### src/core/fpcr_pkg.sv
// package: offsets, field layouts, reset values and types of the frame regs
package fpcr_pkg;

   // ----------------------------------------------------------------------
   // register word offsets (byte addresses)
   // ----------------------------------------------------------------------
   localparam logic [7:0] OFS_DELIM0_LO    = 8'h00;
   localparam logic [7:0] OFS_DELIM0_HI    = 8'h04;
   localparam logic [7:0] OFS_DELIM1_LO    = 8'h08;
   localparam logic [7:0] OFS_DELIM1_HI    = 8'h0c;
   localparam logic [7:0] OFS_TX_HDR       = 8'h10;
   localparam logic [7:0] OFS_RX_SNAP      = 8'h14;
   localparam logic [7:0] OFS_RAW_LEN_LO   = 8'h18;
   localparam logic [7:0] OFS_RAW_LEN_HI   = 8'h1c;
   localparam logic [7:0] OFS_DM_CTRL      = 8'h20;
   localparam logic [7:0] OFS_EMPH0        = 8'h24;
   localparam logic [7:0] OFS_EMPH1        = 8'h28;
   localparam logic [7:0] OFS_EMPH2        = 8'h2c;
   localparam logic [7:0] OFS_TX_DFE       = 8'h30;
   localparam logic [7:0] OFS_RPC_CTRL     = 8'h34;
   localparam logic [7:0] OFS_LISTEN_ON    = 8'h38;
   localparam logic [7:0] OFS_LISTEN_OFF   = 8'h3c;
   localparam logic [7:0] OFS_FRAME_CFG    = 8'h40;
   localparam logic [7:0] OFS_PHY_MODE     = 8'h44;

   // ----------------------------------------------------------------------
   // reset values
   // ----------------------------------------------------------------------
   localparam logic [7:0] RST_DELIM0_LO    = 8'h00;
   localparam logic [7:0] RST_DELIM0_HI    = 8'h72;
   localparam logic [7:0] RST_DELIM1       = 8'h00;
   localparam logic [3:0] RST_TX_HDR       = 4'h4;
   localparam logic [7:0] RST_RX_SNAP      = 8'h00;
   localparam logic [7:0] RST_BYTE         = 8'h00;
   localparam logic [2:0] RST_RPC_UNIT     = 3'h3;
   localparam logic [1:0] RST_FRAME_FMT    = 2'h2;

   // ----------------------------------------------------------------------
   // field positions
   // ----------------------------------------------------------------------
   localparam int TXH_DELIM_SEL   = 3;
   localparam int TXH_WHITEN      = 2;
   localparam int TXH_SPARE_TWO   = 1;
   localparam int TXH_SPARE_ONE   = 0;
   localparam int DM_EMPH         = 1;
   localparam int DM_EN           = 0;
   localparam int DFE_DM          = 4;
   localparam int RPC_EN          = 3;
   localparam int RAW_HI_W        = 3;
   localparam int RAW_LEN_W       = 11;
   localparam int PHY_OQPSK       = 2;

   // ----------------------------------------------------------------------
   // timing: smallest listen time unit and core clock period
   // ----------------------------------------------------------------------
   localparam int BASE_TIME_PS    = 500000;
   localparam int CLK_PERIOD_PS   = 4000;
   localparam int BASE_TIME_CYC   = BASE_TIME_PS / CLK_PERIOD_PS;
   localparam int RPC_UNIT_CODES  = 8;

   // frame formats for the second delimiter
   typedef enum logic [1:0] {
      FPCR_FMT_UNCODED_STD = 2'h0,
      FPCR_FMT_UNCODED_RAW = 2'h1,
      FPCR_FMT_CODED_STD   = 2'h2,
      FPCR_FMT_CODED_RAW   = 2'h3
   } fpcr_fmt_t;

   // received header fields, in snapshot bit order
   typedef struct packed {
      logic       checksum_kind;
      logic       mode_switch_flag;
      logic [1:0] unused;
      logic       delim_sel;
      logic       whitening_on;
      logic       spare_hdr_bit_two;
      logic       spare_hdr_bit_one;
   } fpcr_rx_hdr_t;

   // transmit header settings for the framer
   typedef struct packed {
      logic [15:0] delim;
      logic        delim_sel;
      logic        whitening_on;
      logic        spare_hdr_bit_two;
      logic        spare_hdr_bit_one;
   } fpcr_tx_hdr_t;

endpackage

### src/core/fpcr_regs.sv
// FSK frame configuration registers with listen duty-cycle timer
//
// Summary of operation
// delimiter zero: 16 bits, low/high bytes, LSB first
// delimiter one: 16 bits, low/high bytes, LSB first
// select bit picks delimiter for next frame
// whitening bit enables payload whitening, resets on
// two spare header bits copied to transmit header
// snapshot refreshed on receive-frame-start event
// bit 7 checksum kind, 0=32-bit, 1=16-bit
// bit 6 shows received mode switch flag
// bit 3 shows which delimiter was detected
// bit 2 received whitening, meaningless in raw
// bits 0 and 1 show spare header bits
// raw length: 8 low bits plus 3 high
// direct modulation needs both enable bits set
// emphasis applies only with direct modulation enabled
// direct modulation: FSK, or O-QPSK chip rate 0/1
// bit 3 enables reduced power listen, resets 0
// time unit code 0..7 doubles 0.5us..64us
// active period is on count times unit
// power-save period is off count times unit
// two-bit frame format for second delimiter
// alternate active and sleep while listening idle
`timescale 1ns/1ps
module fpcr_regs
   import fpcr_pkg::*;
#(
   parameter int BASE_UNIT_CYCLES = BASE_TIME_CYC
)
(
   input  wire logic                 clk_i,
   input  wire logic                 rst_i,
   input  wire logic                 wb_cyc_i,
   input  wire logic                 wb_stb_i,
   input  wire logic                 wb_we_i,
   input  wire logic [7:0]           wb_adr_i,
   input  wire logic [3:0]           wb_sel_i,
   input  wire logic [31:0]          wb_dat_i,
   output logic      [31:0]          wb_dat_o,
   output logic                      wb_ack_o,
   input  wire logic                 rx_frame_start_irq_i,
   input  wire fpcr_rx_hdr_t         rx_hdr_i,
   input  wire logic                 rx_busy_i,
   output fpcr_tx_hdr_t              tx_hdr_o,
   output logic [15:0]               delim0_o,
   output logic [15:0]               delim1_o,
   output fpcr_fmt_t                 delim1_frame_format_o,
   output logic [RAW_LEN_W-1:0]      raw_rx_len_o,
   output logic                      direct_mod_on_o,
   output logic                      emphasis_on_o,
   output logic [23:0]               emphasis_words_o,
   output logic                      listen_active_o,
   output logic                      listen_sleep_o
);

   // ----------------------------------------------------------------------
   // elaboration checks and derived widths
   // ----------------------------------------------------------------------
   localparam int MAX_UNIT = BASE_UNIT_CYCLES << (RPC_UNIT_CODES - 1);
   localparam int UNIT_W   = $clog2(MAX_UNIT + 1);

   if (BASE_UNIT_CYCLES < 1 || BASE_UNIT_CYCLES > 65536)
   begin : g_bad_unit
      $error("BASE_UNIT_CYCLES out of range");
   end

   typedef enum logic [1:0] {
      LISTEN_IDLE,
      LISTEN_ON,
      LISTEN_OFF
   } fpcr_listen_t;

   typedef struct packed {
      // software-visible registers
      logic [7:0]          delim0_lo;
      logic [7:0]          delim0_hi;
      logic [7:0]          delim1_lo;
      logic [7:0]          delim1_hi;
      logic [3:0]          tx_hdr;
      logic [7:0]          rx_snap;
      logic [7:0]          raw_lo;
      logic [RAW_HI_W-1:0] raw_hi;
      logic [1:0]          dm_ctrl;
      logic [2:0][7:0]     emph;
      logic [7:0]          tx_dfe;
      logic                rpc_en;
      logic [2:0]          rpc_time_unit;
      logic [7:0]          listen_active_units;
      logic [7:0]          listen_sleep_units;
      logic [1:0]          frame_fmt;
      logic [2:0]          phy_mode;
      // listen timer
      fpcr_listen_t        listen;
      logic [UNIT_W-1:0]   unit_cnt;
      logic [7:0]          mult_cnt;
      // bus answer and registered outputs
      logic                ack;
      logic [31:0]         rdata;
      logic                dm_active;
      logic                emph_active;
      logic                act_out;
      logic                sleep_out;
      logic [15:0]         tx_delim;
   } fpcr_state_t;

   fpcr_state_t st;
   fpcr_state_t next_st;

   // ----------------------------------------------------------------------
   // helpers
   // ----------------------------------------------------------------------
   // true when the bus addresses the given register word
   function automatic logic hit(input logic [7:0] adr,
                                input logic [7:0] ofs);
      hit = (adr[7:2] == ofs[7:2]);
   endfunction

   // length of one listen time unit in clock cycles
   function automatic logic [UNIT_W-1:0] unit_len(input logic [2:0] code);
      logic [UNIT_W-1:0] base;
      base     = UNIT_W'(BASE_UNIT_CYCLES);
      unit_len = base << code;
   endfunction

   // read mux over every mapped word, zero elsewhere
   function automatic logic [31:0] read_word(input logic [7:0]  adr,
                                             input fpcr_state_t s);
      logic [7:0] v;
      v = 8'h00;
      if (hit(adr, OFS_DELIM0_LO))  v = s.delim0_lo;
      if (hit(adr, OFS_DELIM0_HI))  v = s.delim0_hi;
      if (hit(adr, OFS_DELIM1_LO))  v = s.delim1_lo;
      if (hit(adr, OFS_DELIM1_HI))  v = s.delim1_hi;
      if (hit(adr, OFS_TX_HDR))     v = {4'h0, s.tx_hdr};
      if (hit(adr, OFS_RX_SNAP))    v = s.rx_snap;
      if (hit(adr, OFS_RAW_LEN_LO)) v = s.raw_lo;
      if (hit(adr, OFS_RAW_LEN_HI)) v = {5'h00, s.raw_hi};
      if (hit(adr, OFS_DM_CTRL))    v = {6'h00, s.dm_ctrl};
      if (hit(adr, OFS_EMPH0))      v = s.emph[0];
      if (hit(adr, OFS_EMPH1))      v = s.emph[1];
      if (hit(adr, OFS_EMPH2))      v = s.emph[2];
      if (hit(adr, OFS_TX_DFE))     v = s.tx_dfe;
      if (hit(adr, OFS_RPC_CTRL))   v = {4'h0, s.rpc_en, s.rpc_time_unit};
      if (hit(adr, OFS_LISTEN_ON))  v = s.listen_active_units;
      if (hit(adr, OFS_LISTEN_OFF)) v = s.listen_sleep_units;
      if (hit(adr, OFS_FRAME_CFG))  v = {6'h00, s.frame_fmt};
      if (hit(adr, OFS_PHY_MODE))   v = {5'h00, s.phy_mode};
      read_word = {24'h000000, v};
   endfunction

   // ----------------------------------------------------------------------
   // next-state logic
   // ----------------------------------------------------------------------
   // write strobe, direct-mod gate and listen timer ends
   logic             wr;
   logic             dm_allowed;
   logic             on_done;
   logic             off_done;
   logic             unit_end;

   always_comb
   begin
      next_st  = st;
      // write commits at the edge where the master sees ack
      wr       = wb_cyc_i && wb_stb_i && wb_we_i && st.ack && wb_sel_i[0];

      // wishbone classic: one wait state, ack dropped after one cycle
      next_st.ack = wb_cyc_i && wb_stb_i && !st.ack;
      if (wb_cyc_i && wb_stb_i && !st.ack)
         next_st.rdata = read_word(wb_adr_i, st);

      // register writes
      if (wr)
      begin
         // delimiter pattern bytes
         if (hit(wb_adr_i, OFS_DELIM0_LO))
            next_st.delim0_lo = wb_dat_i[7:0];

         if (hit(wb_adr_i, OFS_DELIM0_HI))
            next_st.delim0_hi = wb_dat_i[7:0];

         if (hit(wb_adr_i, OFS_DELIM1_LO))
            next_st.delim1_lo = wb_dat_i[7:0];

         if (hit(wb_adr_i, OFS_DELIM1_HI))
            next_st.delim1_hi = wb_dat_i[7:0];

         // transmit header and raw length
         if (hit(wb_adr_i, OFS_TX_HDR))
            next_st.tx_hdr = wb_dat_i[3:0];

         if (hit(wb_adr_i, OFS_RAW_LEN_LO))
            next_st.raw_lo = wb_dat_i[7:0];

         if (hit(wb_adr_i, OFS_RAW_LEN_HI))
            next_st.raw_hi = wb_dat_i[RAW_HI_W-1:0];

         // direct modulation and emphasis words
         if (hit(wb_adr_i, OFS_DM_CTRL))
            next_st.dm_ctrl = wb_dat_i[1:0];

         if (hit(wb_adr_i, OFS_EMPH0))
            next_st.emph[0] = wb_dat_i[7:0];

         if (hit(wb_adr_i, OFS_EMPH1))
            next_st.emph[1] = wb_dat_i[7:0];

         if (hit(wb_adr_i, OFS_EMPH2))
            next_st.emph[2] = wb_dat_i[7:0];

         if (hit(wb_adr_i, OFS_TX_DFE))
            next_st.tx_dfe = wb_dat_i[7:0];

         // listen timer settings
         if (hit(wb_adr_i, OFS_RPC_CTRL))
         begin
            next_st.rpc_en        = wb_dat_i[RPC_EN];
            next_st.rpc_time_unit = wb_dat_i[2:0];
         end

         if (hit(wb_adr_i, OFS_LISTEN_ON))
            next_st.listen_active_units = wb_dat_i[7:0];

         if (hit(wb_adr_i, OFS_LISTEN_OFF))
            next_st.listen_sleep_units = wb_dat_i[7:0];

         // frame format and phy mode
         if (hit(wb_adr_i, OFS_FRAME_CFG))
            next_st.frame_fmt = wb_dat_i[1:0];

         if (hit(wb_adr_i, OFS_PHY_MODE))
            next_st.phy_mode = wb_dat_i[2:0];
      end

      // transmit delimiter registered from the new select and bytes
      next_st.tx_delim = next_st.tx_hdr[TXH_DELIM_SEL] ?
                         {next_st.delim1_hi, next_st.delim1_lo} :
                         {next_st.delim0_hi, next_st.delim0_lo};

      // header snapshot on frame start; reserved bits kept at zero
      if (rx_frame_start_irq_i)
      begin
         next_st.rx_snap        = rx_hdr_i;
         next_st.rx_snap[5:4]   = 2'h0;
      end

      // direct modulation: FSK, or O-QPSK at chip rate 0 or 1
      dm_allowed = !st.phy_mode[PHY_OQPSK]
                   || (st.phy_mode[1:0] <= 2'h1);
      next_st.dm_active = st.dm_ctrl[DM_EN] && st.tx_dfe[DFE_DM]
                          && dm_allowed;
      next_st.emph_active = next_st.dm_active
                            && st.dm_ctrl[DM_EMPH];

      // listen duty cycle
      unit_end = (st.unit_cnt >= unit_len(st.rpc_time_unit)
                  - UNIT_W'(1));
      on_done  = (st.mult_cnt >= st.listen_active_units);
      off_done = (st.mult_cnt >= st.listen_sleep_units);

      if (unit_end)
      begin
         next_st.unit_cnt = '0;
         next_st.mult_cnt = st.mult_cnt + 8'h01;
      end
      else
         next_st.unit_cnt = st.unit_cnt + UNIT_W'(1);

      unique case (st.listen)
         LISTEN_IDLE:
         begin
            next_st.unit_cnt = '0;
            next_st.mult_cnt = 8'h00;
            if (st.rpc_en && !rx_busy_i)
               next_st.listen = LISTEN_ON;
         end

         LISTEN_ON:
         begin
            if (on_done && st.listen_sleep_units != 8'h00)
            begin
               next_st.listen   = LISTEN_OFF;
               next_st.unit_cnt = '0;
               next_st.mult_cnt = 8'h00;
            end
            else if (on_done)
            begin
               next_st.unit_cnt = '0;                         // stay awake
               next_st.mult_cnt = 8'h00;
            end
         end

         LISTEN_OFF:
         begin
            if (off_done)
            begin
               next_st.listen   = LISTEN_ON;
               next_st.unit_cnt = '0;
               next_st.mult_cnt = 8'h00;
            end
         end
      endcase

      // a disabled timer or a frame in progress keeps the receiver awake
      if (!st.rpc_en || rx_busy_i)
      begin
         next_st.listen   = LISTEN_IDLE;
         next_st.unit_cnt = '0;
         next_st.mult_cnt = 8'h00;
      end

      next_st.act_out   = (next_st.listen != LISTEN_OFF);
      next_st.sleep_out = (next_st.listen == LISTEN_OFF);
   end

   // ----------------------------------------------------------------------
   // state register
   // ----------------------------------------------------------------------
   always_ff @(posedge clk_i)
   begin
      if (rst_i)
      begin
         st                     <= '0;
         st.delim0_lo           <= RST_DELIM0_LO;
         st.delim0_hi           <= RST_DELIM0_HI;
         st.delim1_lo           <= RST_DELIM1;
         st.delim1_hi           <= RST_DELIM1;
         st.tx_hdr              <= RST_TX_HDR;
         st.rx_snap             <= RST_RX_SNAP;
         st.raw_lo              <= RST_BYTE;
         st.tx_dfe              <= RST_BYTE;
         st.rpc_en              <= 1'b0;
         st.rpc_time_unit       <= RST_RPC_UNIT;
         st.listen_active_units <= RST_BYTE;
         st.listen_sleep_units  <= RST_BYTE;
         st.frame_fmt           <= RST_FRAME_FMT;
         st.tx_delim            <= {RST_DELIM0_HI, RST_DELIM0_LO};
         // listen timer starts idle, receiver awake
         st.listen              <= LISTEN_IDLE;
         st.act_out             <= 1'b1;
      end
      else
         st <= next_st;
   end

   // ----------------------------------------------------------------------
   // outputs, all straight from the state register
   // ----------------------------------------------------------------------
   // bus answer
   assign wb_ack_o   = st.ack;
   assign wb_dat_o   = st.rdata;
   // delimiters and transmit header
   assign delim0_o   = {st.delim0_hi, st.delim0_lo};
   assign delim1_o   = {st.delim1_hi, st.delim1_lo};
   assign tx_hdr_o.delim             = st.tx_delim;
   assign tx_hdr_o.delim_sel         = st.tx_hdr[TXH_DELIM_SEL];
   assign tx_hdr_o.whitening_on      = st.tx_hdr[TXH_WHITEN];
   assign tx_hdr_o.spare_hdr_bit_two = st.tx_hdr[TXH_SPARE_TWO];
   assign tx_hdr_o.spare_hdr_bit_one = st.tx_hdr[TXH_SPARE_ONE];
   // frame settings, modulation gates and listen levels
   assign delim1_frame_format_o = fpcr_fmt_t'(st.frame_fmt);
   assign raw_rx_len_o     = {st.raw_hi, st.raw_lo};
   assign direct_mod_on_o  = st.dm_active;
   assign emphasis_on_o    = st.emph_active;
   assign emphasis_words_o = st.emph;
   assign listen_active_o  = st.act_out;
   assign listen_sleep_o   = st.sleep_out;

endmodule

### config.mk
export PLATFORM = sky130hd
export DESIGN_NAME = fpcr_regs
export DESIGN_NICKNAME = d
export VERILOG_FILES = /design/src/core/fpcr_pkg.sv /design/src/core/fpcr_regs.sv
export SDC_FILE = /design/constraint.sdc
export NUM_CORES = 1
export LEC_CHECK = 0
export BUFFER_PORTS_ARGS = -buffer_cell sky130_fd_sc_hd__buf_2
export CORE_MARGIN = 2
export CORE_UTILIZATION = 30
export DETAILED_ROUTE_END_ITERATION = 12
export PLACE_DENSITY = 0.61
export SLEW_MARGIN = 20
export SYNTH_ARGS = -nofsm -noshare
export SYNTH_HDL_FRONTEND = slang
export SYNTH_SLANG_ARGS = --single-unit
### constraint.sdc
create_clock -name clk_i -period 2.5 [get_ports clk_i]
set_input_delay 0.25 -clock clk_i [delete_from_list [all_inputs] [get_ports clk_i]]
set_output_delay 0.25 -clock clk_i [all_outputs]
set_load 0.005 [all_outputs]
==> flow_metrics.env <==
export IMPL_vias_per_cell=5.062
export IMPL_r2r_slack_ns=0.08
export IMPL_cap_violations=0
export IMPL_cts_tree="done"
export IMPL_outcome="complete, no violations"
export IMPL_drive_gt1_frac=0.2260
export IMPL_synth_warnings=0
export IMPL_tightest_slew_ns=0.7448
export IMPL_fmax_mhz=413.8
export IMPL_syn_inst=1100
export IMPL_cts_max_path_buffers=2
export IMPL_numPortBuffers=129
export IMPL_dpl_hpwl_um=20780
export IMPL_antennaDiodeCount=0
export IMPL_dr_pass1_iters=5
export IMPL_critPathLaunchType="flip-flop"
export IMPL_synth_seq_area_share=0.3632
export IMPL_skew_ns=0.01987
export IMPL_critical_path_most_common_cell="buf_4"
export IMPL_slowest_stage="a311oi_2"
export IMPL_leakage_nw=4.302
export IMPL_worstPathCellList="or3_4, buf_4, ha_1, nand4_1, nor4_2, a311oi_2, a21boi_1, buf_4, a31o_1, a21oi_1"
export IMPL_ys_flop_type="dfxtp_1"
export IMPL_core_area_sq_um=29720
export IMPL_worstPathMaxFanout=6
export IMPL_wire_per_inst_um=18.01
export IMPL_die_area_sq_um=31720
export IMPL_power_density_nw_per_um2=556.3
export IMPL_postRouteAntennaNets=0
export IMPL_finalSetupViolCount=0
export IMPL_clk_latency_ns=0.45
export IMPL_yosysTopAreaCellShare=0.3632
export IMPL_die_h_um=178.1
export IMPL_grt_pass1_vias=7255
export IMPL_cts_hold_buf=0
export IMPL_die_x_um=178.1
export IMPL_path_buf_inv=2
export IMPL_critPathMaxStageDelay_ns=0.43
export IMPL_cp_arrival_ns=2.78
export IMPL_synth_edff_count=0
export IMPL_grt_start_max_net_pins=54
export IMPL_synth_cell_type_count=71
export IMPL_synthTopCellsByCount="dfxtp_1, nand2_1, buf_4"
export IMPL_grt_usage=0.1759
export IMPL_remaining_drc_errors=0
export IMPL_netlist_area_sq_um=9094
export IMPL_grt_overflow=0
export IMPL_grt_pass1_wl_um=42440
export IMPL_path_class="reg -> reg"
export IMPL_synth_most_common_cell="dfxtp_1"
export IMPL_final_hold_violation_count=0
export IMPL_ir_drop_v=0.0004606
export IMPL_period_needed_ns=2.417
export IMPL_fin_area_sq_um=10290
export IMPL_cts_htree_levels=4
export IMPL_finalCritPeriodShare=0.9667
export IMPL_end_kind="flip-flop"
export IMPL_drt_wl_total_um=27830
export IMPL_critical_path_top_delay_family="compound AO/OA/AOI/OAI gates"
export IMPL_ioPinCount=185
export IMPL_syn_to_final_growth_pct=13.15
export IMPL_numCtsBuffers=17
export IMPL_drtIter0Drc=681
export IMPL_routed_via_count=7821
export IMPL_path_clk_slew_ns=0.08
export IMPL_nets=1235
export IMPL_dpl_cell_area_sq_um=9550
export IMPL_avgSynthCellArea_sq_um=8.267
export IMPL_clock_sinks=165
export IMPL_instances_no_fill=1545
export IMPL_nFillCells=3053
export IMPL_yosys_top_cells_area="dfxtp_1, buf_4, mux2i_1"
export IMPL_place_inst=1509
export IMPL_clockRootBuffer="clkbuf_16"
export IMPL_synthArstFlopShare=0
export IMPL_maxSlewHeadroom=0.5024
export IMPL_yosysTopAreaCell="dfxtp_1"
export IMPL_place_gp_congestion=0.8980
export IMPL_ys_ff_latch=165
export IMPL_required_ns=2.87
export IMPL_hold_class="in -> reg"
export IMPL_drv_slew=0
export IMPL_start_util=0.3060
export IMPL_antenna_found_initial=1
export IMPL_rows=63
==> worst register-to-register path, cell delays in order (launching register included) <==
cell and delay, ns:
dfxtp_4 0.36, or3_4 0.37, buf_4 0.15, ha_1 0.26, nand4_1 0.11, nor4_2 0.06, a311oi_2 0.43, a21boi_1 0.12
buf_4 0.18, a31o_1 0.21, a21oi_1 0.12
==> where the power goes <==
part / switching [mW] / total (mW) / internal (mW)
combinational: 0.219 / 0.310 / 0.0903
sequential: 0.00674 / 2.64 / 2.63
clock: 1.31 / 2.77 / 1.46
total: 1.54 / 5.72 / 4.18
==> flip-flops by register name, indices dropped and copies added (netlist names), 2 cells and up <==
name	flops
wb_dat_o	8
st	63
tx_hdr_o	20
delim1_o	16
delim0_o	16
emphasis_words_o	24
raw_rx_len_o	11
delim1_frame_format_o	2
==> cell type report <==
cell class                 count  area, sq um  share of cell area
multi-input combinational    738         4656              0.4525
sequential                   165         3312              0.3219
timing repair buffer         185         1072              0.1042
tap                          390        488.0             0.04742
clock buffer                  17        425.4             0.04134
clock inverter                15        205.2             0.01994
inverter                      35        131.4             0.01277
==> placed cells by master, fill, tap and decap left out, types with 32 or more instances in the layout <==
| cell type | n |
|---|---|
| inv_1 | 34 |
| buf_4 | 56 |
| mux2i_1 | 57 |
| nand3_1 | 47 |
| ha_1 | 32 |
| a21oi_1 | 80 |
| buf_2 | 128 |
| dfxtp_1 | 162 |
| nand2_1 | 124 |
| nor2_1 | 95 |
==> path summary, 6_finish.rpt <==
check,start,end,cells past startpoint
worst max register to register,st[98]$_SDFFE_PP1P_,st[57]$_SDFF_PP0_,10
worst min-delay path,rx_hdr_i[0],st[147]$_SDFFE_PP0P_,3
worst min register to register,wb_dat_o[4]$_SDFFE_PP0P_,wb_dat_o[4]$_SDFFE_PP0P_,2
worst max-delay path,st[98]$_SDFFE_PP1P_,st[57]$_SDFF_PP0_,10
==> metrics by stage <==
step	TNS, ns	power (mW)	hold slack (ns)	utilization	setup WS (ns)
5_1_grt	-0.1141	5.904	0.06279	0.3463	-0.05690
2_1_floorplan	0	2.917	0.3968	-	0.05180
6_report	0	5.724	0.03944	0.3463	0.08315
3_5_place_dp	0	3.007	0.4436	0.3214	0.05803
4_1_cts	0	5.754	0.03182	0.3426	0.01896
3_3_place_gp	0	3.006	0.4402	0.3214	0.08123
==> per-layer routing <==
| metal | GRT usage | vias to the layer above | routed length, um |
|---|---|---|---|
| li1 | - | 3754 | - |
| met1 | 0.2316 | 3733 | 12170 |
| met2 | 0.2797 | 272 | 13120 |
| met3 | 0.03708 | 60 | 1649 |
| met4 | 0.07104 | 2 | 882 |
| met5 | 0 | - | 13 |
==> what timing repair did <==
item                       CTS  global route
gates resized for setup      0            20
buffers inserted             0             4
setup endpoints to repair    0            21
==> kinds of logic after synthesis <==
| family | count (synthesis) | share of synthesized area |
|---|---|---|
| adders and majority gates | 34 | 0.04678 |
| buffers and inverters | 220 | 0.1446 |
| AOI/OAI and AO/OA | 205 | 0.1410 |
| DFF | 165 | 0.3632 |
| other | 1 | 0.0004124 |
| muxes | 74 | 0.08737 |
| and+or+nand+nor | 382 | 0.1983 |
| xor gates and xnor gates | 19 | 0.01830 |
Note: power is estimated with default switching activity, not from simulation.
